<file path="src/idl_pkg.sv">
// Purpose: constants and types for the indexed load decoder
// Assumes: byte stream of opcodes from the core fetch unit
// Notes: cycle counts are pipeline stages, one per clock when fed without stalls
package idl_pkg;
   typedef enum logic [1:0] {IDL_IDLE, IDL_OPC, IDL_DISP, IDL_RUN} idl_state_t;
   // prefix bytes
   localparam logic [7:0] PFX_INDEX = 8'hce;
   localparam logic [7:0] PFX_PAIR = 8'hcf;
   // opcode field patterns
   localparam logic [2:0] OPC_LOAD_TOP = 3'h2;
   localparam logic [5:0] OPC_PP_TOP = 6'h18;
   localparam logic [2:0] OPC_MEM_TOP = 3'h3;
   localparam logic [1:0] OPC_SEL_MID = 2'h2;
   localparam logic [3:0] OPC_PAIR_TOP = 4'he;
   // field positions
   localparam int SEL_BIT = 4;
   localparam int REG_HI = 4;
   localparam int REG_LO = 3;
   localparam int SRC_SEC_BIT = 0;
   localparam int USE_OFS_BIT = 1;
   localparam int PDST_HI = 3;
   localparam int PDST_LO = 2;
   localparam int PSRC_HI = 1;
   localparam int PSRC_LO = 0;
   // cycle counts and stage marks
   localparam logic [2:0] PAIR_CYC = 3'h2;
   localparam logic [2:0] LOAD_CYC = 3'h4;
   localparam logic [2:0] COPY_CYC = 3'h5;
   localparam logic [2:0] STG_FIRST = 3'h1;
   localparam logic [2:0] STG_OFS = 3'h2;
   localparam logic [2:0] STG_READ = 3'h3;
   localparam logic [2:0] STG_WRITE = 3'h4;
   // reset values
   localparam logic [7:0] RST_BYTE = 8'h00;
   localparam logic [15:0] RST_WORD = 16'h0000;
   localparam logic [2:0] RST_CNT = 3'h0;
   localparam logic [1:0] RST_SEL = 2'h0;
endpackage : idl_pkg

</file>
<file path="src/idl_decoder.sv">
// Purpose: decode and execute indexed byte loads and register-pair copies
// Assumes: mem_rdata is valid in the same cycle as mem_req
// Notes: register file and flags live outside; this block only issues writes
module idl_decoder (
   input wire logic clk,
   input wire logic rst_n,
   input wire logic byte_valid,
   input wire logic [7:0] byte_in,
   output logic byte_ready,
   input wire logic banked_mode,
   input wire logic [15:0] acc_pair,
   input wire logic [15:0] pair_pointer,
   input wire logic [15:0] first_index_ptr,
   input wire logic [15:0] second_index_ptr,
   input wire logic [7:0] index_offset_reg,
   input wire logic [7:0] first_index_page,
   input wire logic [7:0] second_index_page,
   input wire logic [7:0] general_page,
   input wire logic [7:0] mem_rdata,
   output logic mem_req,
   output logic mem_we,
   output logic [15:0] mem_addr,
   output logic [7:0] mem_page,
   output logic [7:0] mem_wdata,
   output logic reg_we,
   output logic [1:0] reg_sel,
   output logic [7:0] reg_wdata,
   output logic pair_we,
   output logic [1:0] pair_sel,
   output logic [15:0] pair_wdata,
   output logic flag_we,
   output logic done,
   output logic unsupported
);

   function automatic logic [15:0] idx_add(input logic [15:0] base, input logic [7:0] ofs);
      idx_add = base + {{8{ofs[7]}}, ofs};
   endfunction : idx_add

   idl_pkg::idl_state_t state_ff;
   idl_pkg::idl_state_t nxt_state;
   logic [2:0] cnt_ff;
   logic [2:0] nxt_cnt;
   logic grp_index_ff;
   logic load_ff;
   logic [15:0] src_base_ff;
   logic [7:0] src_page_ff;
   logic [15:0] dst_addr_ff;
   logic [7:0] dst_page_ff;
   logic byte_ready_ff;
   logic mem_req_ff;
   logic mem_we_ff;
   logic [15:0] mem_addr_ff;
   logic [7:0] mem_page_ff;
   logic [7:0] mem_wdata_ff;
   logic reg_we_ff;
   logic [1:0] reg_sel_ff;
   logic [7:0] reg_wdata_ff;
   logic pair_we_ff;
   logic [1:0] pair_sel_ff;
   logic [15:0] pair_wdata_ff;
   logic flag_we_ff;
   logic done_ff;
   logic unsup_ff;

   wire take = byte_ready_ff && byte_valid;
   wire take_pfx = take && state_ff == idl_pkg::IDL_IDLE;
   wire take_opc = take && state_ff == idl_pkg::IDL_OPC;
   wire take_disp = take && state_ff == idl_pkg::IDL_DISP;
   wire pfx_index = byte_in == idl_pkg::PFX_INDEX;
   wire pfx_ok = pfx_index || byte_in == idl_pkg::PFX_PAIR;

   // opcode classes, valid only while the opcode byte is offered
   wire op_load = grp_index_ff && byte_in[7:5] == idl_pkg::OPC_LOAD_TOP
      && !byte_in[2] && byte_in[1:0] != 2'h0;
   wire op_pp = grp_index_ff && byte_in[7:2] == idl_pkg::OPC_PP_TOP
      && byte_in[1:0] != 2'h0;
   wire op_sel = grp_index_ff && byte_in[7:5] == idl_pkg::OPC_MEM_TOP
      && byte_in[3:2] == idl_pkg::OPC_SEL_MID;
   wire op_pair = !grp_index_ff && byte_in[7:4] == idl_pkg::OPC_PAIR_TOP;
   wire opc_ok = op_load || op_pp || op_sel || op_pair;
   wire src_second = byte_in[idl_pkg::SRC_SEC_BIT];
   wire use_ofs = byte_in[idl_pkg::USE_OFS_BIT];
   wire sel_second = byte_in[idl_pkg::SEL_BIT];

   // operand selection, sampled when the opcode is taken
   wire [15:0] nxt_src_base = src_second ? second_index_ptr : first_index_ptr;
   wire [7:0] src_idx_page = src_second ? second_index_page : first_index_page;
   wire [7:0] nxt_src_page = banked_mode ? src_idx_page : idl_pkg::RST_BYTE;
   wire [15:0] sel_ptr = sel_second ? second_index_ptr : first_index_ptr;
   wire [15:0] nxt_dst_addr = op_pp ? pair_pointer : sel_ptr;
   wire [7:0] sel_page = sel_second ? second_index_page : first_index_page;
   wire [7:0] dst_bank_page = op_pp ? general_page : sel_page;
   wire [7:0] nxt_dst_page = banked_mode ? dst_bank_page : idl_pkg::RST_BYTE;
   wire [1:0] psrc = byte_in[idl_pkg::PSRC_HI:idl_pkg::PSRC_LO];
   wire [15:0] pair_lo_val = psrc[0] ? pair_pointer : acc_pair;
   wire [15:0] pair_hi_val = psrc[0] ? second_index_ptr : first_index_ptr;
   wire [15:0] pair_src_val = psrc[1] ? pair_hi_val : pair_lo_val;

   // pipeline stage events
   wire in_run = state_ff == idl_pkg::IDL_RUN;
   wire run_ofs = in_run && cnt_ff == idl_pkg::STG_OFS;
   wire issue_rd = take_disp || run_ofs;
   wire rd_done = in_run && cnt_ff == idl_pkg::STG_READ;
   wire wr_done = in_run && cnt_ff == idl_pkg::STG_WRITE;
   wire finish = (take_opc && op_pair) || (rd_done && load_ff) || wr_done;
   wire bad = (take_pfx && !pfx_ok) || (take_opc && !opc_ok);
   // offset byte is either the displacement on the bus or the offset register
   wire [7:0] rd_ofs = take_disp ? byte_in : index_offset_reg;
   wire [15:0] rd_addr = idx_add(src_base_ff, rd_ofs);
   wire nxt_ready = nxt_state != idl_pkg::IDL_RUN;

   always_comb begin
      nxt_state = state_ff;
      unique case (state_ff)
         idl_pkg::IDL_IDLE: begin
            if (take_pfx && pfx_ok) begin
               nxt_state = idl_pkg::IDL_OPC;
            end
         end
         idl_pkg::IDL_OPC: begin
            if (take_opc) begin
               if (!opc_ok || op_pair) begin
                  nxt_state = idl_pkg::IDL_IDLE;
               end else if (use_ofs) begin
                  nxt_state = idl_pkg::IDL_RUN;
               end else begin
                  nxt_state = idl_pkg::IDL_DISP;
               end
            end
         end
         idl_pkg::IDL_DISP: begin
            if (take_disp) begin
               nxt_state = idl_pkg::IDL_RUN;
            end
         end
         idl_pkg::IDL_RUN: begin
            if (finish) begin
               nxt_state = idl_pkg::IDL_IDLE;
            end
         end
      endcase
   end

   // stage counter: set to STG_FIRST by the taken prefix, one step per later taken byte, then one per clock in the run phase
   assign nxt_cnt = take_pfx ? idl_pkg::STG_FIRST : 3'(cnt_ff + 3'h1);

   always_ff @(posedge clk or negedge rst_n) begin
      if (!rst_n) begin
         state_ff <= idl_pkg::IDL_IDLE;
         cnt_ff <= idl_pkg::RST_CNT;
         byte_ready_ff <= 1'b1;
      end else begin
         state_ff <= nxt_state;
         byte_ready_ff <= nxt_ready;
         if (take || in_run) begin
            cnt_ff <= nxt_cnt;
         end
      end
   end

   // operands are frozen at opcode time so a later pointer update cannot tear them
   always_ff @(posedge clk or negedge rst_n) begin
      if (!rst_n) begin
         grp_index_ff <= 1'b0;
         load_ff <= 1'b0;
         src_base_ff <= idl_pkg::RST_WORD;
         src_page_ff <= idl_pkg::RST_BYTE;
         dst_addr_ff <= idl_pkg::RST_WORD;
         dst_page_ff <= idl_pkg::RST_BYTE;
         reg_sel_ff <= idl_pkg::RST_SEL;
      end else if (take_pfx) begin
         grp_index_ff <= pfx_index;
      end else if (take_opc) begin
         load_ff <= op_load;
         src_base_ff <= nxt_src_base;
         src_page_ff <= nxt_src_page;
         dst_addr_ff <= nxt_dst_addr;
         dst_page_ff <= nxt_dst_page;
         reg_sel_ff <= byte_in[idl_pkg::REG_HI:idl_pkg::REG_LO];
      end
   end

   // memory side: read in the stage after the offset is known, write one stage later
   always_ff @(posedge clk or negedge rst_n) begin
      if (!rst_n) begin
         mem_req_ff <= 1'b0;
         mem_we_ff <= 1'b0;
         mem_addr_ff <= idl_pkg::RST_WORD;
         mem_page_ff <= idl_pkg::RST_BYTE;
         mem_wdata_ff <= idl_pkg::RST_BYTE;
      end else begin
         mem_req_ff <= issue_rd;
         mem_we_ff <= rd_done && !load_ff;
         if (issue_rd) begin
            mem_addr_ff <= rd_addr;
            mem_page_ff <= src_page_ff;
         end else if (rd_done && !load_ff) begin
            mem_addr_ff <= dst_addr_ff;
            mem_page_ff <= dst_page_ff;
            mem_wdata_ff <= mem_rdata;
         end
      end
   end

   // register file side and completion
   always_ff @(posedge clk or negedge rst_n) begin
      if (!rst_n) begin
         reg_we_ff <= 1'b0;
         reg_wdata_ff <= idl_pkg::RST_BYTE;
         pair_we_ff <= 1'b0;
         pair_sel_ff <= idl_pkg::RST_SEL;
         pair_wdata_ff <= idl_pkg::RST_WORD;
         flag_we_ff <= 1'b0;
         done_ff <= 1'b0;
         unsup_ff <= 1'b0;
      end else begin
         reg_we_ff <= rd_done && load_ff;
         pair_we_ff <= take_opc && op_pair;
         flag_we_ff <= 1'b0;
         done_ff <= finish;
         unsup_ff <= bad;
         if (rd_done) begin
            reg_wdata_ff <= mem_rdata;
         end
         if (take_opc && op_pair) begin
            pair_sel_ff <= byte_in[idl_pkg::PDST_HI:idl_pkg::PDST_LO];
            pair_wdata_ff <= pair_src_val;
         end
      end
   end

   assign byte_ready = byte_ready_ff;
   assign mem_req = mem_req_ff;
   assign mem_we = mem_we_ff;
   assign mem_addr = mem_addr_ff;
   assign mem_page = mem_page_ff;
   assign mem_wdata = mem_wdata_ff;
   assign reg_we = reg_we_ff;
   assign reg_sel = reg_sel_ff;
   assign reg_wdata = reg_wdata_ff;
   assign pair_we = pair_we_ff;
   assign pair_sel = pair_sel_ff;
   assign pair_wdata = pair_wdata_ff;
   assign flag_we = flag_we_ff;
   assign done = done_ff;
   assign unsupported = unsup_ff;
endmodule : idl_decoder

</file>
<file path="config.mk">
export PLATFORM = sky130hd
export DESIGN_NAME = idl_decoder
export DESIGN_NICKNAME = d
export VERILOG_FILES = /design/src/idl_pkg.sv /design/src/idl_decoder.sv
export SDC_FILE = /design/constraint.sdc
export NUM_CORES = 1
export LEC_CHECK = 0
export ABC_AREA = 1
export ABC_CLOCK_PERIOD_IN_PS = 6210
export BUFFER_PORTS_ARGS = -buffer_cell sky130_fd_sc_hd__buf_2
export CAP_MARGIN = 40
export CORE_MARGIN = 8
export CORE_UTILIZATION = 40
export DETAILED_ROUTE_END_ITERATION = 8
export PLACE_DENSITY = 0.66
export SLEW_MARGIN = 40
export SYNTH_ARGS = -nofsm -noshare
export SYNTH_HDL_FRONTEND = slang
export SYNTH_SLANG_ARGS = --single-unit
</file>
<file path="constraint.sdc">
create_clock -name clk -period 6.21 [get_ports clk]
set_clock_uncertainty 0.1 [all_clocks]
set_input_delay 1.242 -clock clk [delete_from_list [all_inputs] [get_ports clk]]
set_output_delay 1.242 -clock clk [all_outputs]
set_load 0.02 [all_outputs]
</file>
Yosys cells after proc, flatten, opt, wreduce, memory -nomap -nowiden. Index checks and enable logic that the tools add are counted.

Input port bits: 116. Bits in registers: 122.

Reduce and logical (&&, ||, !) cells: 41. Eq/ne operators: 14. Bitwise gates (word level): 2. Mux-type cells: 23. $add $sub $neg: 2.

Operators by type and width (count): 16-bit two-way mux (7); 8-bit two-way mux (8); 1-bit logical AND (21); 16-bit adder (1); 8-bit == test (second input constant) (2); 3-bit by 2-bit == test with 1-bit output (second input constant) (4); 1-bit logical OR (10); 2-bit two-way mux (5); 2-bit case mux with 4 select lines (1); 2-bit == test (second input constant) (3); 6-bit by 5-bit == test with 1-bit output (second input constant) (1); 1-bit zero test (5); 4-bit == test (second input constant) (1); 2-bit AND reduction (2); 2-bit nonzero test (2); 3-bit by 1-bit adder with 3-bit output (second input constant) (1); 3-bit == test (second input constant) (1); 3-bit two-way mux (1); 2-bit by 1-bit == test with 1-bit output (second input constant) (1); 2-bit zero test (1); 2-bit != test (second input constant) (1); 1-bit inverter (2); 1-bit two-way mux (1).

Depth between registers and ports, before layout.
Depth after elaboration: 13. Depth in mapped cells: 16. Gate-level depth less buffers: 15.

Worst setup path after synthesis. Ideal clock, no wire load.

Path kind: in2reg. From: in byte_in[0]. To: reg mem_addr_ff[14], in the netlist mem_addr[14]. Data arrival time: 3.224 ns. Buffers on the path: 3. Required time: 5.989 ns. Slack: 2.765 ns. Cell stages on the path: 15. Cells stage by stage: clkbuf_1 -> inv_1 -> clkbuf_1 -> buf_2 -> o21ai_0 -> ha_1 -> fa_1 -> nand3_1 -> nand2_1 -> nand2_1 -> nand2_1 -> nand3b_1 -> nand3_1 -> nand3_1 -> nand2_1.

Cells in the longest elaborated chain, start to end: 3.

Ends and longest elaborated chain: from (decl) (line idl_decoder.sv:8) `input wire logic [7:0] byte_in,`; 8-bit two-way mux (line idl_decoder.sv:109) `wire [7:0] rd_ofs = take_disp ? byte_in : index_offset_reg;`; 16-bit adder (line idl_decoder.sv:37) `idx_add = base + {{8{ofs[7]}}, ofs};`; 16-bit two-way mux (line idl_decoder.sv:195) `if (issue_rd) begin`; to (signal assigned) (line idl_decoder.sv:189) `mem_addr_ff <= idl_pkg::RST_WORD;`; to (signal assigned) (line idl_decoder.sv:196) `mem_addr_ff <= rd_addr;`; to (signal assigned) (line idl_decoder.sv:199) `mem_addr_ff <= dst_addr_ff;`; to (decl) (line idl_decoder.sv:53) `logic [15:0] mem_addr_ff;`.

Every way passes these cells. A chain may end at the register's enable or synchronous reset.

Worst setup path in the final report.
From: in byte_in[4]. To: reg mem_addr_ff[11], in the netlist mem_addr[11].

The elaborated chain is that of the path after synthesis.

==> summary.txt <==
Status
  – Status: completed

Critical path
  – Crit path kind: input port to flip-flop
  – CP Cell Sequence: buf_2 -> clkinv_1 -> o21ai_0 -> ha_1 -> a21oi_1 -> nor2_1 -> nor2_1 -> o21ai_0 -> nand2_1 -> nand3b_1 -> nand3_1 -> nand2_1
  – Max incr delay on CP: approximately 0.72 ns
  – Reg2reg path depth: 12
  – Kind of end point of the critical path: flip-flop
  – Worst path arrival time: 3.92 ns
  – Crit path max-delay cell type: clkinv_1
  – CP startpoint kind: input port
  – Max FO, Critical Path: 27
  – Critical Path RT: roughly 6.4 ns

Power and ir drop
  – Static Leak: 4.54 nW
  – Worst IR Drop VDD: about 0.00024 V
  – Pwr per Cell Area: 476 nW/um2

Floorplanning
  – Die width: about 150 um
  – Row count: 47
  – Die Area: 21,200 um2
  – IO Count: 184
  – DIE HEIGHT: approximately 150 um
  – CORE AREA: 16,500 um2
  – Initial Utilization: 0.407

Detailed routing
  – Via count: approximately 6,600
  – Final ANT Viol Nets: 0
  – # DRC: 0
  – Initial drt markers: about 560
  – Wirelength per Cell: ~16 um
  – Vias/cell: between 5 and 6
  – Drt first pass iters: 5
  – Drt total wl: between 20,000 and 25,000 um

STA
  – Final setup fails: 0
  – Final hold slack: approximately 0.37 ns
  – Fin crit share: 0.600
  – Relative slew slack: 0.498
  – Fin crit period: between 3 and 4 ns
  – Final hold vios: 0
  – Setup tns final: 0 ns
  – Fmax: around 0.27 GHz
  – Final worst setup slack: roughly 2.5 ns
  – Final slew viol count: 0
  – RSZ-0062 raised after global routing: false
  – Worst Tran Pin Value: about 0.75 ns

Global route
  – Met2 Resource Use GR: 0.311
  – Met3 usage: 0.0557
  – Vias in the first global route: ~6,600
  – GR peak layer: met2
  – Largest net degree at the start of global routing: 78
  – Gr ovfl total: 0
  – Grt met1 use: 0.272
  – First-pass GRT wire length: about 35,000 um
  – Initial antenna violation count: 0
  – All-Layer GR Usage: 0.203

Synthesis
  – Synth top area share: 0.450
  – #FFs+latches synth: ~120
  – Commonest cells in the netlist: nand2_1 (326), dfrtp_1 (121), o21ai_0 (116)
  – Ys flop type: dfrtp_1
  – Post-synthesis sequential area ratio: 0.454
  – Cell with the most instances after synthesis: nand2_1
  – Avg Synthesized Cell Area: roughly 7.5 um2
  – Post-synthesis async set-or-reset flop share: 1.00
  – Post-synthesis cell area: a little under 7000 um2
  – Post-Synthesis Cells: 900
  – Dominant cell type by area after synthesis: dfrtp_1
  – Unique masters post-synth: 37
  – Number of synthesized flops with an enable pin: 0
  – Yosys warns: 0
  – Top post-synthesis cells by area: dfrtp_1 (45%), nand2_1 (18%), o21ai_0 (8.6%)
  – Syn Nets: about 1,000

Final layout
  – Layout area overhead: 24.6%
  – Diodes inserted: 0
  – Layout cells sized above 1: 0.219
  – Final Core Density: 0.507
  – Fin nets: between 1,000 and 1,500

CTS
  – Post-CTS Hold Fix Bufs: 0
  – TritonCTS buffer count: 17
  – Clock slew at reported path FFs: ~0.05 ns
  – Worst-Skew Late Latency: 0.41 ns
  – Post-CTS sizing: 0
  – # Post-CTS Setup Buffers: 0
  – Clk Tree Root Cell: clkbuf_16
  – Clock Path Buffers: 2
  – CTS tree: yes
  – Clock sinks: around 120
  – H-tree depth: 4

Place
  – Post-DP HPWL: between 15,000 and 20,000 um
  – Pre-CTS setup slack: between 2 and 2.5 ns
  – Gpl congestion: ~0.9
  – I/O Buffers: between 150 and 200

Run
  – Max Cap Viol: 0

Min path
  – Hold depth: 2
  – Worst hold-check path type: flip-flop to flip-flop
## registers in the layout (all words and copies together), names as in the netlist, 2 cells and up
name,cells
pair_sel,2
reg_sel,2
dst_addr_ff,16
dst_page_ff,8
mem_addr,16
cnt_ff,3
pair_wdata,16
src_base_ff,16
reg_wdata,8
state_ff,2
mem_page,8
src_page_ff,8
mem_wdata,8
## worst max-delay path: cells and delay by family
kind                     cells  cell delay (ns)
AO/OA/AOI/OAI                3             0.79
buffers and inverters        2             1.07
AND/OR/NAND/NOR              6             0.47
adder cells (fa/ha/maj)      1             0.34
## metal layers
metal	wire, um	vias up
li1	-	3286
met3	1580	25
met2	9530	257
met1	9590	3023
met5	0	-
met4	366	0
## cells in the final DEF, fill, tap and decap left out, drive strengths merged, types with 2 or more instances in the layout
cell type and instances:
buf 187, nand3 52, clkinv 5, a21oi 27
nor2 33, a22oi 15, mux2 2, o21ai 123
nand4 4, inv 76, nand3b 2, nor3 5
and2 2, clkbuf 19, dfrtp 121, ha 19
clkinvlp 5, a21o 4, nand2 327, o211ai 33
bufinv 3
## logic make-up after synthesis
group / after synthesis / synth area share
simple gates: 426 / 0.255
xor+xnor: 1 / 0.00130
mux: 2 / 0.00335
fa+ha+maj: 20 / 0.0383
buf+inv: 122 / 0.0729
flops: 122 / 0.454
compound gates: 206 / 0.174
other cells: 1 / 0.000558
## path summary, 6_finish.rpt
kind / startpoint / end / slack, ns
max: byte_in[4] / mem_addr[11] / 2.49
min: dst_page_ff[4] / mem_page[4] / 0.37
max reg2reg: byte_ready / mem_addr[14] / 3.27
min reg2reg: dst_page_ff[4] / mem_page[4] / 0.37
max in group asynchronous: rst_n / dst_addr_ff[15] / 4.16
min in group asynchronous: rst_n / reg_sel[0] / 0.73
## layout make-up
class                   instances  area (um2)
fillers                      1642        8140
multi-input cells             656        3190
flip-flops and latches        122        3050
repair buffers                187         955
clock buffers                  19         453
inverters                      76         285
well taps                     220         275
clock inverters                13         168
## power breakdown
group | internal (mW) | switching (mW) | leakage (nW)
registers | 1.14 | 0.215 | 1.56
logic | 0.551 | 1.06 | 2.69
clock network | 0.654 | 0.369 | 0.288
## per-stage QoR
step	instances	cell area, um2	power [mW]
CTS	1293	8380	4.02
global placement	1261	7750	2.95
global route	1293	8380	4.31
detailed placement	1261	7760	2.98
finish	1293	8380	3.99
floorplan	900	6720	2.43
Note: power is estimated with default switching activity, not from simulation.
